--- config.mk ---
export PLATFORM = sky130hd
export DESIGN_NAME = bmv_core
export DESIGN_NICKNAME = d
export VERILOG_FILES = /design/src/common/bmv_pkg.sv /design/src/core/bmv_core.sv /design/src/core/bmv_fifo.sv
export SDC_FILE = /design/constraint.sdc
export NUM_CORES = 1
export LEC_CHECK = 0
export BUFFER_PORTS_ARGS = -buffer_cell sky130_fd_sc_hd__clkbuf_2
export CAP_MARGIN = 20
export CELL_PAD_IN_SITES_DETAIL_PLACEMENT = 1
export CELL_PAD_IN_SITES_GLOBAL_PLACEMENT = 1
export CORE_AREA = 2 2 163 229
export DETAILED_ROUTE_END_ITERATION = 10
export DIE_AREA = 0 0 165 231
export GPL_TIMING_DRIVEN = 0
export HOLD_SLACK_MARGIN = 0.05
export PLACE_DENSITY_LB_ADDON = 0.1
export SLEW_MARGIN = 20
export SYNTH_ARGS = -nofsm -noshare
export SYNTH_HDL_FRONTEND = slang
export SYNTH_SLANG_ARGS = --single-unit
--- constraint.sdc ---
create_clock -name MCLK -period 5.45 [get_ports MCLK]
set_input_delay 0.8175 -clock MCLK [delete_from_list [all_inputs] [get_ports MCLK]]
set_output_delay 0.8175 -clock MCLK [all_outputs]
set_load 0.1 [all_outputs]
--- src/common/bmv_pkg.sv ---
// package: shared constants for the block-move and flag timing unit
package bmv_pkg;
  localparam int ADDR_W            = 32;
  localparam int DATA_W            = 8;
  localparam int CNT_W             = 16;
  localparam int FIFO_DEPTH        = 8;
  // state counts, in cpu states of the core clock
  localparam int MOVE_BASE_STATES  = 4;
  localparam int MOVE_PER_BYTE     = 2;
  localparam int LDM_STATES_2      = 7;
  localparam int LDM_STATES_3      = 9;
  localparam int LDM_STATES_4      = 11;
  localparam int EXR_EXTRA_STATES  = 1;
  // half-carry bit positions
  localparam int HC_BIT_WORD       = 11;
  localparam int HC_BIT_LONG       = 27;
  // operand sizes for the flag unit
  typedef enum logic [1:0] {
    BMV_SZ_BYTE = 2'h0,
    BMV_SZ_WORD = 2'h1,
    BMV_SZ_LONG = 2'h2
  } bmv_size_t;
  // flag operation kinds
  typedef enum logic [1:0] {
    BMV_FOP_ADDSUB = 2'h0,
    BMV_FOP_EXTEND = 2'h1,
    BMV_FOP_DIVIDE = 2'h2
  } bmv_fop_t;
  // block-move engine states, gray along the usual path
  typedef enum logic [1:0] {
    BMV_IDLE  = 2'b00,
    BMV_SETUP = 2'b01,
    BMV_COPY  = 2'b11,
    BMV_DONE  = 2'b10
  } bmv_state_t;
endpackage

--- src/core/bmv_core.sv ---
// file: block-move engine with state counting and condition-flag helper
`timescale 1ns/1ps
module bmv_core #(
  parameter int FIFO_DEPTH = bmv_pkg::FIFO_DEPTH
) (
  // clock and reset
  input  wire logic        MCLK,
  input  wire logic        ARST_N,
  // block-move command
  input  wire logic        START,
  input  wire logic        WORD_MODE,
  input  wire logic [31:0] SRC_PTR_IN,
  input  wire logic [31:0] DST_PTR_IN,
  input  wire logic [15:0] COUNT_IN,
  input  wire logic        EXR_VALID,
  input  wire logic        OFF_CHIP_WAIT,
  // block-move status
  output logic             BUSY,
  output logic             DONE,
  output logic [15:0]      STATE_COUNT,
  output logic [31:0]      SRC_PTR_OUT,
  output logic [31:0]      DST_PTR_OUT,
  output logic [15:0]      COUNT_OUT,
  // memory read port
  output logic             RD_REQ,
  output logic [31:0]      RD_ADDR,
  input  wire logic        RD_VALID,
  input  wire logic [7:0]  RD_DATA,
  // memory write port
  output logic             WR_REQ,
  output logic [31:0]      WR_ADDR,
  output logic [7:0]       WR_DATA,
  input  wire logic        WR_READY,
  // save/restore state count query
  input  wire logic [2:0]  LDM_REGS,
  output logic [3:0]       LDM_STATES,
  // flag unit
  input  wire logic        FLAG_REQ,
  input  wire logic [1:0]  FLAG_OP,
  input  wire logic [1:0]  FLAG_SIZE,
  input  wire logic [31:0] OPND_A,
  input  wire logic [31:0] OPND_B,
  input  wire logic        OPND_SUB,
  input  wire logic        ZERO_IN,
  output logic             HALF_CARRY,
  output logic             ZERO_FLAG,
  output logic             DIV_FLAG,
  output logic [1:0]       FLAG_STATES
);
  bmv_pkg::bmv_state_t state_reg;
  bmv_pkg::bmv_state_t state_next;
  logic [31:0] src_reg;
  logic [31:0] dst_reg;
  logic [15:0] cnt_reg;
  logic [15:0] rd_left_reg;
  logic [15:0] states_reg;
  logic        busy_reg;
  logic        done_reg;
  logic        rd_req_reg;
  logic [31:0] rd_addr_reg;
  logic        wait_s1_reg;
  logic        wait_s2_reg;
  wire         f_in_ready;
  wire         f_out_valid;
  wire  [7:0]  f_out_data;
  wire  [15:0] count_sel;
  wire         wr_fire;
  wire         rd_issue;

  // byte form uses only the low count byte
  assign count_sel = WORD_MODE ? COUNT_IN : {8'h00, COUNT_IN[7:0]};
  assign wr_fire   = (state_reg == bmv_pkg::BMV_COPY) && f_out_valid && WR_READY;
  // a read is issued only while the fifo can take the answer
  assign rd_issue  = (state_reg == bmv_pkg::BMV_COPY) && (rd_left_reg != 16'h0000) && f_in_ready && !rd_req_reg;

  // off-chip wait is a pin level, so it is synchronised first
  always_ff @(posedge MCLK or negedge ARST_N) begin
    if (!ARST_N) begin
      wait_s1_reg <= 1'b0;
      wait_s2_reg <= 1'b0;
    end else begin
      wait_s1_reg <= OFF_CHIP_WAIT;
      wait_s2_reg <= wait_s1_reg;
    end
  end

  // engine sequencing
  always_comb begin
    state_next = state_reg;
    case (state_reg)
      bmv_pkg::BMV_IDLE:  if (START) state_next = bmv_pkg::BMV_SETUP;
      bmv_pkg::BMV_SETUP: state_next = (cnt_reg == 16'h0000) ? bmv_pkg::BMV_DONE : bmv_pkg::BMV_COPY;
      bmv_pkg::BMV_COPY:  if (wr_fire && cnt_reg == 16'h0001) state_next = bmv_pkg::BMV_DONE;
      bmv_pkg::BMV_DONE:  state_next = bmv_pkg::BMV_IDLE;
      default:            state_next = bmv_pkg::BMV_IDLE;
    endcase
  end

  // state register and command capture
  always_ff @(posedge MCLK or negedge ARST_N) begin
    if (!ARST_N) begin
      state_reg <= bmv_pkg::BMV_IDLE;
      src_reg   <= '0;
      dst_reg   <= '0;
      cnt_reg   <= '0;
    end else begin
      state_reg <= state_next;
      if (state_reg == bmv_pkg::BMV_IDLE && START) begin
        src_reg <= SRC_PTR_IN;
        dst_reg <= DST_PTR_IN;
        cnt_reg <= count_sel;
      end else if (wr_fire) begin
        src_reg <= src_reg + 32'h1;
        dst_reg <= dst_reg + 32'h1;
        cnt_reg <= cnt_reg - 16'h1;
      end
    end
  end

  // read side runs ahead of writes, bounded by fifo space
  always_ff @(posedge MCLK or negedge ARST_N) begin
    if (!ARST_N) begin
      rd_left_reg <= '0;
      rd_req_reg  <= 1'b0;
      rd_addr_reg <= '0;
    end else begin
      if (state_reg == bmv_pkg::BMV_IDLE && START) begin
        rd_left_reg <= count_sel;
        rd_addr_reg <= SRC_PTR_IN;
      end else if (rd_issue) begin
        rd_req_reg  <= 1'b1;
        rd_left_reg <= rd_left_reg - 16'h1;
      end else if (rd_req_reg && RD_VALID) begin
        rd_req_reg  <= 1'b0;
        rd_addr_reg <= rd_addr_reg + 32'h1;
      end
    end
  end

  // state accounting: base plus two per byte plus off-chip wait cycles on which no byte is written
  always_ff @(posedge MCLK or negedge ARST_N) begin
    if (!ARST_N) begin
      states_reg <= '0;
      busy_reg   <= 1'b0;
      done_reg   <= 1'b0;
    end else begin
      done_reg <= (state_reg == bmv_pkg::BMV_DONE);
      if (state_reg == bmv_pkg::BMV_IDLE && START) begin
        busy_reg   <= 1'b1;
        // the extended control register surcharge belongs to flagged ops only, not to moves
        states_reg <= 16'(bmv_pkg::MOVE_BASE_STATES);
      end else if (state_reg == bmv_pkg::BMV_DONE) begin
        busy_reg <= 1'b0;
      end else if (busy_reg) begin
        if (wr_fire) states_reg <= states_reg + 16'(bmv_pkg::MOVE_PER_BYTE);
        else if (wait_s2_reg) states_reg <= states_reg + 16'h1;
      end
    end
  end

  bmv_fifo #(
    .WIDTH (bmv_pkg::DATA_W),
    .DEPTH (FIFO_DEPTH)
  ) u_fifo (
    .clk       (MCLK),
    .arst_n    (ARST_N),
    .in_valid  (rd_req_reg && RD_VALID),
    .in_ready  (f_in_ready),
    .in_data   (RD_DATA),
    .out_valid (f_out_valid),
    .out_ready (wr_fire),
    .out_data  (f_out_data)
  );

  // flag unit: half-carry taps the carry out of bit 11 / 27
  wire [12:0] hc_w_sum  = OPND_SUB ? {1'b0, OPND_A[11:0]} - {1'b0, OPND_B[11:0]}
                                   : {1'b0, OPND_A[11:0]} + {1'b0, OPND_B[11:0]};
  wire [28:0] hc_l_sum  = OPND_SUB ? {1'b0, OPND_A[27:0]} - {1'b0, OPND_B[27:0]}
                                   : {1'b0, OPND_A[27:0]} + {1'b0, OPND_B[27:0]};
  wire        hc_word   = hc_w_sum[bmv_pkg::HC_BIT_WORD+1];
  wire        hc_long   = hc_l_sum[bmv_pkg::HC_BIT_LONG+1];
  wire        res_zero  = (OPND_A == 32'h0);
  wire        div_neg   = (FLAG_SIZE == bmv_pkg::BMV_SZ_WORD) ? OPND_B[15] :
                          (FLAG_SIZE == bmv_pkg::BMV_SZ_LONG) ? OPND_B[31] : OPND_B[7];
  wire [3:0]  ldm_sel   = (LDM_REGS == 3'h2) ? 4'(bmv_pkg::LDM_STATES_2) :
                          (LDM_REGS == 3'h3) ? 4'(bmv_pkg::LDM_STATES_3) :
                          (LDM_REGS == 3'h4) ? 4'(bmv_pkg::LDM_STATES_4) : 4'h0;

  // flags latch on request; extended ops take OPND_A as result
  always_ff @(posedge MCLK or negedge ARST_N) begin
    if (!ARST_N) begin
      HALF_CARRY  <= 1'b0;
      ZERO_FLAG   <= 1'b0;
      DIV_FLAG    <= 1'b0;
      FLAG_STATES <= '0;
      LDM_STATES  <= '0;
    end else begin
      LDM_STATES <= ldm_sel;
      if (FLAG_REQ) begin
        FLAG_STATES <= 2'h1 + (EXR_VALID ? 2'(bmv_pkg::EXR_EXTRA_STATES) : 2'h0);
        case (FLAG_OP)
          bmv_pkg::BMV_FOP_ADDSUB: HALF_CARRY <= (FLAG_SIZE == bmv_pkg::BMV_SZ_LONG) ? hc_long : hc_word;
          bmv_pkg::BMV_FOP_EXTEND: ZERO_FLAG  <= res_zero ? ZERO_IN : 1'b0;
          bmv_pkg::BMV_FOP_DIVIDE: DIV_FLAG   <= div_neg;
          default:                 DIV_FLAG   <= DIV_FLAG;
        endcase
      end
    end
  end

  // registered outputs
  always_ff @(posedge MCLK or negedge ARST_N) begin
    if (!ARST_N) begin
      BUSY <= 1'b0; DONE <= 1'b0; STATE_COUNT <= '0;
      SRC_PTR_OUT <= '0; DST_PTR_OUT <= '0; COUNT_OUT <= '0;
      RD_REQ <= 1'b0; RD_ADDR <= '0; WR_REQ <= 1'b0; WR_ADDR <= '0; WR_DATA <= '0;
    end else begin
      BUSY <= busy_reg; DONE <= done_reg; STATE_COUNT <= states_reg;
      SRC_PTR_OUT <= src_reg; DST_PTR_OUT <= dst_reg; COUNT_OUT <= cnt_reg;
      RD_REQ <= rd_req_reg; RD_ADDR <= rd_addr_reg;
      WR_REQ <= (state_reg == bmv_pkg::BMV_COPY) && f_out_valid;
      WR_ADDR <= dst_reg; WR_DATA <= f_out_data;
    end
  end
endmodule

--- src/core/bmv_fifo.sv ---
// file: parameterised valid/ready fifo for the block-move data path
`timescale 1ns/1ps
module bmv_fifo #(
  parameter int WIDTH = 8,
  parameter int DEPTH = 8
) (
  // clock and reset
  input  wire logic             clk,
  input  wire logic             arst_n,
  // fill side
  input  wire logic             in_valid,
  output logic                  in_ready,
  input  wire logic [WIDTH-1:0] in_data,
  // drain side
  output logic                  out_valid,
  input  wire logic             out_ready,
  output logic      [WIDTH-1:0] out_data
);
  localparam int PW = $clog2(DEPTH);
  logic [WIDTH-1:0] mem [DEPTH];
  logic [PW-1:0]    wr_ptr_reg;
  logic [PW-1:0]    rd_ptr_reg;
  logic [PW:0]      count_reg;
  wire              do_wr;
  wire              do_rd;

  // honest full and empty from the occupancy count
  assign in_ready  = (count_reg != (PW+1)'(DEPTH));
  assign out_valid = (count_reg != '0);
  assign out_data  = mem[rd_ptr_reg];
  assign do_wr     = in_valid && in_ready;
  assign do_rd     = out_valid && out_ready;

  // storage has no reset, only pointers and count do
  always_ff @(posedge clk) begin
    if (do_wr) begin
      mem[wr_ptr_reg] <= in_data;
    end
  end

  // pointer and count update; wrap relies on power-of-two depth
  always_ff @(posedge clk or negedge arst_n) begin
    if (!arst_n) begin
      wr_ptr_reg <= '0;
      rd_ptr_reg <= '0;
      count_reg  <= '0;
    end else begin
      if (do_wr) wr_ptr_reg <= wr_ptr_reg + 1'b1;
      if (do_rd) rd_ptr_reg <= rd_ptr_reg + 1'b1;
      count_reg <= count_reg + (PW+1)'(do_wr) - (PW+1)'(do_rd);
    end
  end
endmodule

After elaboration in Yosys (flattened, before gate mapping) --
Memories as Yosys holds them, arrays and structs flattened. A register that Yosys moved wholly into a read port is not among the register bits. Cells that the tools add are included.
Cells by class: reductions and logical operators 32, bitwise operators 1, equality and inequality tests 16, $add $sub $neg 16, muxes and demuxes 37
Operators by type and width (number):
- $mux 32 | 7
- $mux 16 | 10
- $add 32x1->32 const B | 3
- $logic_not 32->1 | 1
- $sub 16x1->16 const B | 2
- $add 28x28->29 | 1
- $mux 29 | 1
- $sub 28x28->29 | 1
- $add 16x1->16 const B | 1
- $add 16x2->16 const B | 1
- $eq 16x1->1 const B | 1
- $logic_not 16->1 | 1
- $reduce_bool 16->1 | 1
- $add 12x12->13 | 1
- $mux 13 | 1
- $sub 12x12->13 | 1
- $mux 1 | 12
- $mux 4 | 3
- $reduce_and 2->1 | 6
- $reduce_bool 2->1 | 6
- $logic_and 1x1->1 | 10
- $eq 2x2->1 const B | 4
- $pmux 2 s4 | 1
- $add 3x1->3 const B | 2
- other kinds (16) | 24
Storage, ports and cells: bits in registers 302, output and inout port bits 181, bits in writable memories 64, memories 1
Memory list:
- u_fifo.mem | depth 8, width 8, read ports 1, clocked after Yosys merged registers in 1, write ports 1, line bmv_fifo.sv:20 | logic [WIDTH-1:0] mem [DEPTH];

Logic depth before layout (Yosys ltp) --
Gate-level depths: netlist (run 1).
depth after elaboration 7, depth in mapped cells 16, mapped depth without buffers 16

Cells and area by module --
A second synthesis (run 1) with hierarchy kept.
Second synthesis, totals: cells, all modules 1417, area, all modules 16522.1 µm²
By module, submodules not included:
- bmv_core | cells an instance 1269, times used 1, area an instance 13465.4 µm²
- bmv_fifo | cells an instance 148, times used 1, area an instance 3056.7 µm²

Worst setup path before layout (run 1) --
Ideal clock, no wire load.
kind input port to flip-flop, start point input OPND_B[11], end point register HALF_CARRY, library setup time 0.138 ns, buffers on the path 0, stages 15, data arrival time 3.191 ns, slack 2.121 ns, cell sequence nor4_1 -> nand2b_1 -> nor3_1 -> nand2_1 -> nor2_1 -> a31oi_1 -> xnor2_1 -> ha_1 -> a21oi_1 -> nand2_1 -> a21oi_1 -> o21ai_0 -> a21oi_1 -> xnor2_1 -> o221ai_1
Between the ends: longest elaborated chain between the ends 3, elaborated cells between the ends (all ways) 7, those cells by class add/sub: 4; mux: 3
Ends and longest elaborated chain:
- from (decl) | line bmv_core.sv:42 | input wire logic [31:0] OPND_B,
- $add 28x28->29, or another cell as far along | line bmv_core.sv:179 | : {1'b0, OPND_A[27:0]} + {1'b0, OPND_B[27:0]};
- $mux 29 or $mux 13 (tied branches) | line bmv_core.sv:178, bmv_core.sv:176
- $mux 1 * | line bmv_core.sv:202 | bmv_pkg::BMV_FOP_ADDSUB: HALF_CARRY <= (FLAG_SIZE == bmv_pkg::BMV_SZ_LONG) ? hc_long : hc_word;
- to (signal assigned) | line bmv_core.sv:202
- to (decl) | line bmv_core.sv:45 | output logic HALF_CARRY,
Every way passes the cells marked *; elsewhere a longest branch is shown, timed or not. A chain may end at the register's enable or synchronous reset.

Worst setup path after layout (run 1) --
start point register u_fifo.count_reg[2], end point register u_fifo.count_reg[2]
Between the ends: longest elaborated chain between the ends 5, elaborated cells between the ends (all ways) 8, those cells by class add/sub: 2; eq/ne: 1; reduce/logical: 5
Ends and longest elaborated chain:
- from (decl) | line bmv_fifo.sv:23 | logic [PW:0] count_reg;
- from (signal assigned) | line bmv_fifo.sv:50 | count_reg <= count_reg + (PW+1)'(do_wr) - (PW+1)'(do_rd);
- $reduce_bool 4->1 * | line bmv_fifo.sv:29 | assign out_valid = (count_reg != '0);
- $logic_and 1x1->1 (2 in series) | line bmv_core.sv:72 | assign wr_fire = (state_reg == bmv_pkg::BMV_COPY) && f_out_valid && WR_READY;
- $logic_and 1x1->1 * | line bmv_fifo.sv:32 | assign do_rd = out_valid && out_ready;
- named net u_fifo.do_rd | line bmv_fifo.sv:25 | wire do_rd;
- $sub 4x1->4 * | line bmv_fifo.sv:50
The timed path passes the listed nets; every way through them passes the cells marked *.

==> flow_results.org, run 1 <==
** Run status
- Outcome :: finished, final reports clean

** Routing
- Wires add up to 47900 um.
- Pre-antenna DRT Iters :: 4
- Drt initial violations :: 552
- Dividing the detail-routed wire length by the instance count gives 21.1 um.
- The count of nets left with antenna violations once routing finished came out at 0.
- Using the TritonRoute via totals, the vias-per-cell ratio works out to between 5 and 6.
- Number of vias in the routed layout :: 12200
- Number of design rule violations left after detail routing :: 0

** Cells and area
- In the final layout, the share of cells above drive strength 1 is 0.267.
- Area growth from synthesis to layout :: 22.8%
- Final-stage net count :: 1998
- Utilization after layout :: 0.546
- Flip-flop count of the largest register after layout :: 64
- The register with the most flip-flops in the final layout is u_fifo.mem.

** CTS
- CTS tree :: done
- Number of buffers inserted by hold repair at cts :: 0
- CTS built an H-tree with a depth of 2.
- Clock Tree Buf Depth :: 3
- Clock-pin slew was measured on the worst setup and hold paths at 0.07 ns.
- For the worst-skew pair, the clock arrives at the later sink with an insertion delay of 0.54 ns.
- Clock tree root buffer cell :: clkbuf_16
- After clock tree synthesis, the setup repair step added 0 buffers.
- Resized Gates After CTS :: 0
- Counting the buffers created by CTS gives 37.
- The clock drives ~370 sinks.

** Die
- The initial utilization of the core area, before any placement, comes to 0.445.
- Floorplan row count :: 83
- Number of top-level design ports :: 351
- In this run the vertical extent of the chip is 231 um.
- Total die area :: about 38000 um2
- Standard cell core area :: approximately 36000 um2
- Die width :: 165 um

** Synth
- Post-synthesis instance area :: 16100 um2
- Count of synthesis-stage warnings from yosys :: 0
- The cell count after synthesis came out at roughly 1400.
- Library cells used by synthesis :: 60
- Synthesized area divided by synthesized cell count :: 11.6 um2
- FFs w/ async S/R, synth :: 0.829
- Ranking of synthesized cells by instance count :: 310 x dfrtp_1, 123 x nor2_1, 115 x nand2_1, 114 x a21oi_1, 71 x xor2_1
- Synth Net Count :: between 1500 and 2000
- Cell with the most instances after synthesis :: dfrtp_1
- Number of synthesized flops with an enable pin :: 64
- Among all flip-flop cells after synthesis, the most frequent one is dfrtp_1.
- The biggest area contributor in the post-synthesis netlist is dfrtp_1.
- Top area cells in the synthesized netlist :: dfrtp_1 48%, edfxtp_1 12%, xor2_1 3.9%, xnor2_1 3.7%, a21oi_1 3.5%
- Counting flops and latches in the post-synthesis netlist gives 374.
- Of the synthesized area, sequential elements account for 0.600.
- Share of the synthesized area in the top cell type :: 0.481

** Placement
- In this run the tool buffered the top-level ports with 345 buffer cells.
- Prior to clock tree synthesis, the placed netlist has a worst setup slack of 1.37 ns.
- Detailed placement finished with a half-perimeter wire length of 36300 um.
- Routability-driven placement finished with a final weighted congestion of between 0.8 and 0.9.

** Timing
- For the pin with the worst max-slew slack, the measured transition is 1.02 ns.
- Hold Vio Cnt, Final :: 0
- The count of final max-slew check failures came to 0.
- Post-Route Hold Slack :: 0.304 ns
- After layout, the minimum clock period comes to between 4 and 5 ns.
- Unrepaired setup endpoints after global routing :: no
- Setup violations remaining at the end of the flow were counted as 0.
- Across all setup checks in the final design, the least slack found is about 1.4 ns.
- Relative slew margins :: 0.316
- Clock skew on the completed layout was measured at 0.0172 ns.
- Maximum clock frequency :: 0.244 GHz
- Fraction of the cycle the final worst path needs :: 0.752

** GRT
- Overall routing resource usage :: 0.255
- In the global route stage, met3 resource usage came out at 0.0570.
- Pin count of the biggest net entering global routing :: 86
- Top Usage Layer GRT :: met2
- Wire length of the first global-routing pass :: 74200 um
- Routing usage on met1 :: 0.292
- For this run the aggregate overflow at the end of global routing stands at 0.
- The number of global-route vias before repair was 13500.
- The initial antenna violation count is 2.
- Fraction of met2 tracks used by global routing :: 0.458

** Hold path
- Worst min-delay path category :: in -> async

** Setup path
- At the worst endpoint, the required time is just under 6 ns.
- STA classifies the critical path endpoint as a register.
- For flop-to-flop paths, the worst setup slack is 1.35 ns.
- Worst setup path class :: reg -> reg
- Worst Reg-to-Reg Cells :: 12
- Startpoint of the lowest-slack register-to-register path :: u_fifo.count_reg[2]
- For the worst setup path, the data arrival time is approximately 4.5 ns.
- In this run the worst path has a maximum fanout of 10.
- Worst reg2reg endpoint :: u_fifo.count_reg[2]
- Category of the worst setup path launch point :: register

** Flow run
- Count of max-cap constraint violations :: 0
-- critical path, stage by stage (launching register included) --
cell      delay [ns]
dfrtp_1         0.36
inv_1           0.10
ha_1            0.17
or3b_2          0.50
nand4_1         0.51
clkinv_1        0.58
clkbuf_1        0.53
ha_1            0.43
inv_1           0.05
ha_1            0.16
inv_1           0.06
fa_1            0.38
xnor2_1         0.14
-- cells by family after synthesis --
| family | count (synthesis) | share of synthesized area |
|---|---|---|
| muxes | 31 | 0.0325 |
| buffers and inverters | 109 | 0.0329 |
| DFF | 374 | 0.600 |
| xor gates and xnor gates | 140 | 0.0760 |
| AOI/OAI and AO/OA | 231 | 0.0834 |
| and+or+nand+nor | 462 | 0.140 |
| adders and majority gates | 45 | 0.0354 |
-- cell type report --
class / instances / area (um2)
Clock buffer: 44 / 972
Multi-Input combinational cell: 909 / 5950
Sequential cell: 374 / 9680
Tap cell: 467 / 584
Antenna cell: 1 / 2.50
Inverter: 31 / 116
Clock inverter: 18 / 240
Buffer: 78 / 414
Fill cell: 3944 / 16400
Timing Repair Buffer: 352 / 1850
-- per-stage QoR --
stage / TNS, ns / std cells / area, um2
2_1_floorplan: 0 / 1392 / 16100
5_1_grt: 0 / 2274 / 19800
3_3_place_gp: -976.47 / 2204 / 18400
3_5_place_dp: 0 / 2211 / 18600
4_1_cts: 0 / 2273 / 19800
6_report: 0 / 2274 / 19800
-- per-layer routing --
layer | wire (um) | vias up | share of wire
li1 | - | 5665 | -
met1 | 18000 | 6131 | 0.37
met2 | 25100 | 344 | 0.52
met3 | 3120 | 90 | 0.065
met4 | 1750 | 2 | 0.037
met5 | 12 | - | 0.00025
-- cell usage in the layout, fill, tap and decap left out, types with 43 or more instances in the layout --
master / count
clkbuf_2: 344
dfrtp_1: 310
nor2_1: 123
nand2_1: 115
a21oi_1: 114
xor2_1: 71
xnor2_1: 69
edfxtp_1: 64
nand3_1: 59
o21ai_0: 56
ha_1: 44
clkbuf_1: 43
-- worst max path at each step --
stage | startpoint | end | slack (ns) | depth (start not counted)
2_1_floorplan | OPND_B[11] | HALF_CARRY | 2.12 | 15
3_3_place_gp | ARST_N | states_reg[9] | -3.19 | 1
3_5_place_dp | OPND_B[4] | HALF_CARRY | 1.37 | 15
4_1_cts | u_fifo.count_reg[2] | u_fifo.count_reg[2] | 1.33 | 12
5_1_grt | u_fifo.count_reg[2] | u_fifo.count_reg[2] | 1.24 | 12
6_report | u_fifo.count_reg[2] | u_fifo.count_reg[2] | 1.35 | 12
Power of run 1 is not shown: default switching activity piles up to over one toggle a cycle in this logic, so the estimate is an artifact.
==> run 2: changes to the inputs <==
--- a/config.mk
+++ b/config.mk
@@ -9,9 +9,9 @@
 export CAP_MARGIN = 20
 export CELL_PAD_IN_SITES_DETAIL_PLACEMENT = 1
 export CELL_PAD_IN_SITES_GLOBAL_PLACEMENT = 1
-export CORE_AREA = 2 2 163 229
+export CORE_AREA = 2 2 175 246
 export DETAILED_ROUTE_END_ITERATION = 10
-export DIE_AREA = 0 0 165 231
+export DIE_AREA = 0 0 177 248
 export GPL_TIMING_DRIVEN = 0
 export HOLD_SLACK_MARGIN = 0.05
 export PLACE_DENSITY_LB_ADDON = 0.1
==> constraint.sdc (replaced) <==
create_clock -name MCLK -period 3.35 [get_ports MCLK]
set_input_delay 0.5025 -clock MCLK [delete_from_list [all_inputs] [get_ports MCLK]]
set_output_delay 0.5025 -clock MCLK [all_outputs]
set_load 0.1 [all_outputs]
==> run 2 against run 1 <==
- clock-buffer cell count up 11
- final area grew 1.1%
- wire length increased by 0.25%
- critical path depth is 3 lower
- critical path type unchanged
- largest cell class unchanged
- worst hold slack got worse by 0.14 ns
- first-iteration DRC count increased by 4.5%
==> flow_results.org, run 2 (synthesis gave the netlist of run 1 again) <==
** Timing
- Unrepaired setup endpoints after global routing: no (unchanged).
- The worst relative slew slack came to 0.289 (was 0.316).
- Max-slew violation total from the final report :: 0 (unchanged)
- The slew of the pin with the lowest slew margin is 1.06 ns (was 1.02 ns).
- The count of final hold-check violations was 0 (unchanged).
- Fraction of the cycle the final worst path needs :: 0.915 (was 0.752)
- The final-report setup violation count came to 0 (unchanged).
- The shortest clock period the worst path allows after layout came to 3.06 ns (was 4.10 ns).
- The worst setup skew after layout was 0.0190 ns (was 0.0172 ns).
- The highest clock rate is 0.326 GHz (was 0.244 GHz).

** Die
- Number of top-level design ports :: 351 (unchanged)
- Die span in y :: 248 um (was 231 um)
- The starting density of the core came to 0.386 (was 0.445).
- Standard cell core area :: 41800 um2 (was 36200 um2)
- The floorplan die area is 43900 um2 (was 38100 um2).
- The floorplan row count is 89 (was 83).
- The horizontal extent of the die was 177 um (was 165 um).

** Routing
- Routed Antenna Nets :: 0 (unchanged)
- The first-pass iteration count of the detailed router was 5 (was 4).
- The DRC violation count after routing is 0 (unchanged).
- Drt initial violations :: 577 (was 552)
- Final wirelength :: 48000 um (was 47900 um)
- Ratio of routed vias to standard cells :: 5.14 (was 5.38)
- Mean routed wirelength per cell :: 20.3 um (was 21.1 um)
- Number of vias in the routed layout :: 12100 (was 12200)

** Run status
- Outcome: finished, final reports clean (unchanged).

** CTS
- Clock tree root buffer cell :: clkbuf_16 (unchanged)
- The clock-pin slew of the registers on the worst-case setup and hold paths is 0.06 ns (was 0.07 ns).
- Worst-Skew Late Latency :: 0.55 ns (was 0.54 ns)
- The count of H-tree levels built during CTS came to 2 (unchanged).
- CTS tree :: done (unchanged)
- Sink count of the clock tree :: 374 (unchanged)
- Clock Tree Buf Depth :: 3 (unchanged)
- The CTS buffer count was 38 (was 37).

** Setup path
- Slowest stage delay, CP :: 0.57 ns (was 0.58 ns)
- The number of buffer and inverter instances along the worst setup path came to 3 (was 5).
- The family with the most delay on the worst path is simple AND/OR/NAND/NOR gates (was buffers and inverters).
- The critical path capture point type was a register (unchanged).
- Worst setup path class :: reg -> reg (unchanged)
- The largest fanout of any net on the critical path is 10 (unchanged).
- CP cell instances: inv_1 -> ha_1 -> or3b_2 -> nand4_1 -> clkinv_2 -> nor2_1 -> clkbuf_1 -> o21ai_0 -> o311ai_0 (was inv_1 -> ha_1 -> or3b_2 -> nand4_1 -> clkinv_1 -> clkbuf_1 -> ha_1 -> inv_1 -> ha_1 -> inv_1 -> fa_1 -> xnor2_1).
- The arrival time of data at the critical path endpoint was 3.48 ns (was 4.52 ns).
- The kind of launch point of the worst setup path is a register (unchanged).
- The slowest cell on the critical path was nor2_1 (was clkinv_1).
- The required time of the worst setup path was 3.76 ns (was 5.87 ns).

** Cells and area
- Number of fill cells :: 4671 (was 3944)
- The total number of nets in the final design came to 2004 (was 1998).
- Flip-flop count of the largest register after layout :: 64 (unchanged)
- The most flop-heavy register is u_fifo.mem (unchanged).
- The fraction of layout instances using a drive strength above 1 is 0.275 (was 0.267).
- The signed area change from the synthesized netlist to the final layout came to 24.1% (was 22.8%).
- Top library cells by usage in the layout, fill and taps aside: 349 x clkbuf_2, 310 x dfrtp_1, 121 x nor2_1 (was 344 x clkbuf_2, 310 x dfrtp_1, 123 x nor2_1).
- The post-layout utilization of the core is 0.479 (was 0.546).
- Most frequent standard cell in the layout excluding fill and tap cells :: clkbuf_2 (unchanged)

** Flow run
- The max-capacitance violation count came to 0 (unchanged).

** GRT
- Overall routing resource usage :: 0.222 (was 0.255)
- Fraction of met2 tracks used by global routing :: 0.394 (was 0.458)
- The met3 global-route usage came to 0.0430 (was 0.0570).
- The number of global-route vias before repair is 13100 (was 13500).
- The first-pass GRT wire length is 74300 um (was 74200 um).
- Total grt overflow :: 0 (unchanged)
- Top Usage Layer GRT :: met2 (unchanged)
- The initial antenna violation count is 7 (was 2).
- The pin count of the biggest net entering global routing was 92 (was 86).
- The met1 track utilization from global routing came to 0.269 (was 0.292).

** Placement
- Placed wire-length estimate :: 36300 um (about the same)
- The count of input and output buffers is 345 (unchanged).
- Final weighted congestion of routability-driven global placement :: 0.805 (was 0.842)

** Hold path
- Worst min-delay path category :: in -> reg (was in -> async)
## run 2: layer usage
metal,part of all wire,vias to the layer above
li1,-,5694
met1,0.40,6073
met2,0.51,288
met3,0.050,77
met4,0.030,12
met5,0.0015,-
## run 2: area by class of cell
type | count | area, um2 | share of cell area
flip-flops and latches | 374 | 9680 | 0.484
multi-input cells | 909 | 5990 | 0.299
repair buffers | 357 | 1910 | 0.0954
clock buffers | 55 | 1110 | 0.0553
well taps | 546 | 683 | 0.0341
plain buffers | 78 | 427 | 0.0213
inverters | 31 | 118 | 0.00588
clock inverters | 11 | 105 | 0.00525
diodes | 1 | 2.50 | 0.000125
## run 2: path summary, 6_finish.rpt
kind / start / endpoint / slack [ns] / depth (start not counted)
hold reg to reg: done_reg / DONE / 0.35 / 0
max in group asynchronous: ARST_N / cnt_reg[8] / 1.58 / 5
hold / removal: EXR_VALID / FLAG_STATES[0] / 0.17 / 2
min in group asynchronous: ARST_N / RD_ADDR[9] / 0.44 / 2
setup reg to reg: u_fifo.count_reg[2] / src_reg[18] / 0.29 / 9
setup / recovery: u_fifo.count_reg[2] / src_reg[18] / 0.29 / 9
## run 2: per-stage QoR
step / setup slack [ns] / setup TNS (ns) / hold slack (ns) / instances / cell area, um2
6_report: 0.286 / 0 / 0.166 / 2362 / 20000
5_1_grt: 0.0314 / 0 / 0.166 / 2362 / 20000
4_1_cts: 0.00647 / 0 / 0.132 / 2361 / 20000
3_5_place_dp: -0.670 / -11.89 / 0.336 / 2290 / 18700
3_3_place_gp: -5.06 / -1567.64 / 0.337 / 2283 / 18500
2_1_floorplan: 0.336 / 0 / 0.207 / 1392 / 16100
## run 2: what timing repair did
action	4_1_cts	5_1_grt
gates resized for setup	2	20
setup endpoints to repair	45	24
hold buffers	2	0
setup buffers	3	0
endpoints found under the hold margin	37	0
Power of run 2 is left out for the same reason.
==> run 3: changes to the inputs <==
--- a/config.mk
+++ b/config.mk
@@ -5,13 +5,14 @@
 export SDC_FILE = /design/constraint.sdc
 export NUM_CORES = 1
 export LEC_CHECK = 0
+export ABC_AREA = 1
 export BUFFER_PORTS_ARGS = -buffer_cell sky130_fd_sc_hd__clkbuf_2
 export CAP_MARGIN = 20
 export CELL_PAD_IN_SITES_DETAIL_PLACEMENT = 1
 export CELL_PAD_IN_SITES_GLOBAL_PLACEMENT = 1
-export CORE_AREA = 2 2 175 246
+export CORE_AREA = 2 2 190 267
 export DETAILED_ROUTE_END_ITERATION = 10
-export DIE_AREA = 0 0 177 248
+export DIE_AREA = 0 0 192 269
 export GPL_TIMING_DRIVEN = 0
 export HOLD_SLACK_MARGIN = 0.05
 export PLACE_DENSITY_LB_ADDON = 0.1
==> run 3 against run 2 <==
- synthesized cell count increased by 54%
- cell count increased by 36%
- clock-buffer cell count decreased by 1
- global-route usage rose by 3.7 points
- clock skew rose by 0.016 ns
- maximum frequency grew 1.2%
- non-clock buffer count grew 10
- final area is 13% higher
- via count is 36% higher
- wire length grew 40%
- highest routed layer is now met4
==> flow_results.org, run 3 <==
** Die
- Number of top-level design ports :: 351 (unchanged)
- Standard cell core area :: 49500 um2 (was 41800 um2)
- The horizontal extent of the die came to 192 um (was 177 um).
- The floorplan die area was 51600 um2 (was 43900 um2).
- Die span in y :: 269 um (was 248 um)
- The starting density of the core is 0.373 (was 0.386).
- Floorplan row count :: 97 (was 89)

** Synth
- Number of synthesized flops with an enable pin :: 64 (unchanged)
- Leading register cell type out of synthesis :: dfrtp_1 (unchanged)
- The flip-flop and latch count after synthesis is 374 (unchanged).
- Library cells used by synthesis :: 52 (was 60)
- The net count of the mapped netlist is 2355 (was 1607).
- Top area cells in the synthesized netlist: dfrtp_1 42%, edfxtp_1 10%, nand2_1 9.3%, nor2_1 6.4%, inv_1 4.0% (was dfrtp_1 48%, edfxtp_1 12%, xor2_1 3.9%, xnor2_1 3.7%, a21oi_1 3.5%).
- Cell with the most instances after synthesis :: nand2_1 (was dfrtp_1)
- The number of warnings reported in the yosys synthesis log is 0 (unchanged).
- The cell accounting for the most synthesized area is dfrtp_1 (unchanged).
- The fraction of synthesized cell area taken by the top area cell type is 0.419 (was 0.481).
- The async set or reset register ratio after synthesis is 0.829 (unchanged).
- The netlist area before placement was 18500 um2 (was 16100 um2).
- Ranking of synthesized cells by instance count: 459 x nand2_1, 317 x nor2_1, 310 x dfrtp_1, 196 x inv_1, 109 x nand3_1 (was 310 x dfrtp_1, 123 x nor2_1, 115 x nand2_1, 114 x a21oi_1, 71 x xor2_1).
- Synthesized instance count :: 2140 (was 1392)
- The fraction of the yosys area taken by sequential cells is 0.523 (was 0.600).
- The average size of a mapped cell came to 8.64 um2 (was 11.6 um2).

** Routing
- The number of vias per cell is 5.13 (was 5.14).
- The count of antenna-violating nets left after detailed routing was 0 (unchanged).
- The detailed-routing wirelength on met1 was 26500 um (was 19400 um).
- The count of routing violations after the opening detailed-route iteration was 850 (was 577).
- Final wirelength :: 67100 um (was 48000 um)
- The first-pass iteration count of the detailed router came to 5 (unchanged).
- The top layer used by detailed routing is met4 (was met5).
- The DRC violation count after routing is 0 (unchanged).
- The via count of the routed design came to 16500 (was 12100).
- Detailed route wirelength on metal2 :: 35000 um (was 24700 um)
- The met3 wire length was 2970 um (was 2400 um).
- Mean routed wirelength per cell :: 20.9 um (was 20.3 um)

** Setup path
- The largest fanout of any net on the critical path came to 10 (unchanged).
- The critical path capture point type is a register (unchanged).
- Critical path startpoint :: u_fifo.count_reg[2] (unchanged)
- Category of the worst setup path launch point :: register (unchanged)
- Arrival time of the worst setup path :: 3.48 ns (about the same)
- Required time of the critical path :: 3.80 ns (was 3.76 ns)
- Startpoint of the lowest-slack register-to-register path :: u_fifo.count_reg[2] (unchanged)
- The type of the setup path with the least slack is reg -> reg (unchanged).

** Timing
- The shortest clock period the worst path allows after layout was 3.03 ns (was 3.06 ns).
- Transition time at the pin with the least slew margin :: 0.939 ns (was 1.06 ns)
- Unrepaired setup endpoints after global routing :: no (unchanged)
- The final worst setup slack came to 0.321 ns (was 0.286 ns).
- The worst setup skew after layout is 0.0345 ns (was 0.0190 ns).
- The final-report setup violation count is 0 (unchanged).
- Fraction of the cycle the final worst path needs :: 0.904 (was 0.915)
- Relative slew margins :: 0.374 (was 0.289)
- The highest clock rate is 0.330 GHz (was 0.326 GHz).
- Max-slew violation total from the final report :: 0 (unchanged)
- The count of final hold-check violations was 0 (unchanged).

** GRT
- The number of global-route vias before repair came to 17500 (was 13100).
- The total congestion overflow after global routing was 0 (unchanged).
- The first-pass GRT wire length is 101000 um (was 74300 um).
- The pin count of the biggest net entering global routing was 81 (was 92).
- Number of antenna violations at the first check in global routing :: 0 (was 7)
- The combined global-route utilization of all metal layers came to 0.259 (was 0.222).

** Placement
- The count of input and output buffers was 347 (was 345).
- DP Area :: 21200 um2 (was 18700 um2)
- The last weighted congestion value of the routability-driven placer was 0.863 (was 0.805).
- Placed wire-length estimate :: 52200 um (was 36300 um)
- The number of placed instances with taps included is 3134 (was 2290).
- The worst slack at placement came to -0.0955 ns (was -0.670 ns).

** CTS
- The buffer depth of the longest clock path is 3 (unchanged).
- The clock tree root driver cell is clkbuf_16 (unchanged).
- # H-tree levels :: 2 (unchanged)
- Worst-Skew Late Latency :: 0.57 ns (was 0.55 ns)
- CTS tree :: done (unchanged)
- The sink count of the clock tree is 374 (unchanged).
- The setup fix buffers added after clock tree synthesis is 0 (was 3).
- The CTS buffer count was 39 (was 38).
- The clock-pin slew of the registers on the worst-case setup and hold paths came to 0.07 ns (was 0.06 ns).

** Cells and area
- The total number of nets in the final design is 2749 (was 2004).
- The combined flip-flop and latch cell area is 9680 um2 (unchanged).
- The number of antenna diodes is 0 (was 1).
- Cell area after layout :: 22600 um2 (was 20000 um2)
- Top library cells by usage in the layout, fill and taps aside :: 459 x nand2_1, 346 x clkbuf_2, 317 x nor2_1 (was 349 x clkbuf_2, 310 x dfrtp_1, 121 x nor2_1)
- Post-route non-filler standard cell count :: 3208 (was 2362)
- Number of fill cells :: 5968 (was 4671)
- Share of final-layout standard cells stronger than drive strength 1 :: 0.206 (was 0.275)
- The most flop-heavy register is u_fifo.mem (unchanged).
- Flip-flop count of the largest register after layout :: 64 (unchanged)
- The combined area of the multi-input logic cells is 7540 um2 (was 5990 um2).
- Most frequent standard cell in the layout excluding fill and tap cells :: nand2_1 (was clkbuf_2)
- The signed area change from the synthesized netlist to the final layout was 22.2% (was 24.1%).

** Power
- In this run the power density over the cells is 1140 nW/um2.
- The design draws 25900 uW.
- Summed over all cells, the static leakage comes to 0.0106 uW.
- Peak ir drop on the vdd network :: 0.950 mV

** Hold path
- Worst min-delay path category :: in -> reg (unchanged)
- The startpoint of the worst hold path is LDM_REGS[0] (was EXR_VALID).

** Run status
- Outcome :: finished, final reports clean (unchanged)

** Flow run
- Count of max-cap constraint violations :: 0 (unchanged)
[run 3: cell types whose count changed after synthesis, moves of 16 or more]
cell	before	now
a21oi_1	114	77
a31oi_1	14	47
and3_1	25	1
buf_2	1	25
inv_1	30	196
mux4_2	16	0
nand2_1	115	459
nand3_1	59	109
nor2_1	123	317
nor3_1	31	52
o211ai_1	13	33
o21ai_0	56	106
xnor2_1	69	27
[run 3: path summary, 6_finish.rpt]
path                                        to  slack (ns)  cells after the start
setup / recovery           u_fifo.count_reg[1]        0.32                     12
hold / removal                   LDM_STATES[2]        0.13                      2
setup reg to reg           u_fifo.count_reg[1]        0.32                     12
hold reg to reg                    wait_s2_reg        0.35                      0
max in group asynchronous      rd_addr_reg[16]        1.79                      4
min in group asynchronous           WR_DATA[3]        0.45                      2
[run 3: where the power goes]
group          internal [uW]  switching (uW)  total (uW)
Combinational           2580           10800       13400
Clock                   2820            1970        4790
Sequential              6200            1520        7710
Total                  11600           14300       25900
[run 3: cell families after synthesis]
logic type      Yosys count  synth area share
compound gates          305            0.0956
xor+xnor                 94            0.0445
fa+ha+maj                45            0.0309
buf+inv                 296            0.0687
flops                   374             0.523
simple gates           1026             0.237
[run 3: critical path, stage by stage, from the launching register on]
cell      delay [ns]
dfrtp_1         0.32
inv_1           0.08
ha_1            0.23
nand3_1         0.13
nand3_4         0.19
inv_2           0.27
clkbuf_1        0.52
ha_1            0.34
inv_1           0.06
ha_1            0.18
inv_1           0.07
fa_1            0.49
inv_1           0.04
[run 3: through the flow]
| stage | utilization | TNS [ns] | hold WS [ns] |
|---|---|---|---|
| floorplan | - | 0 | 0.207 |
| global placement | 0.425 | -1596.23 | 0.336 |
| detailed placement | 0.427 | -0.0955 | 0.340 |
| CTS | 0.456 | 0 | 0.105 |
| global route | 0.456 | 0 | 0.128 |
| finish | 0.456 | 0 | 0.129 |
[run 3: layout make-up]
cell class              instances  area share
flip-flops and latches        374       0.428
multi-input cells            1470       0.334
repair buffers                353      0.0830
clock buffers                  54      0.0508
well taps                     643      0.0356
inverters                     204      0.0339
plain buffers                  92      0.0223
clock inverters                18      0.0122
[run 3: per-layer routing]
layer	GRT usage	up-vias
li1	-	7796
met1	0.303	8137
met2	0.482	432
met3	0.0295	107
met4	0.0988	0
met5	0	-
[run 3: timing repair]
action                                 CTS  global route
resized for setup                        0             0
hold buffers                             2             0
endpoints found under the hold margin   41             0
No activity file was read; power rests on OpenSTA's default activity.
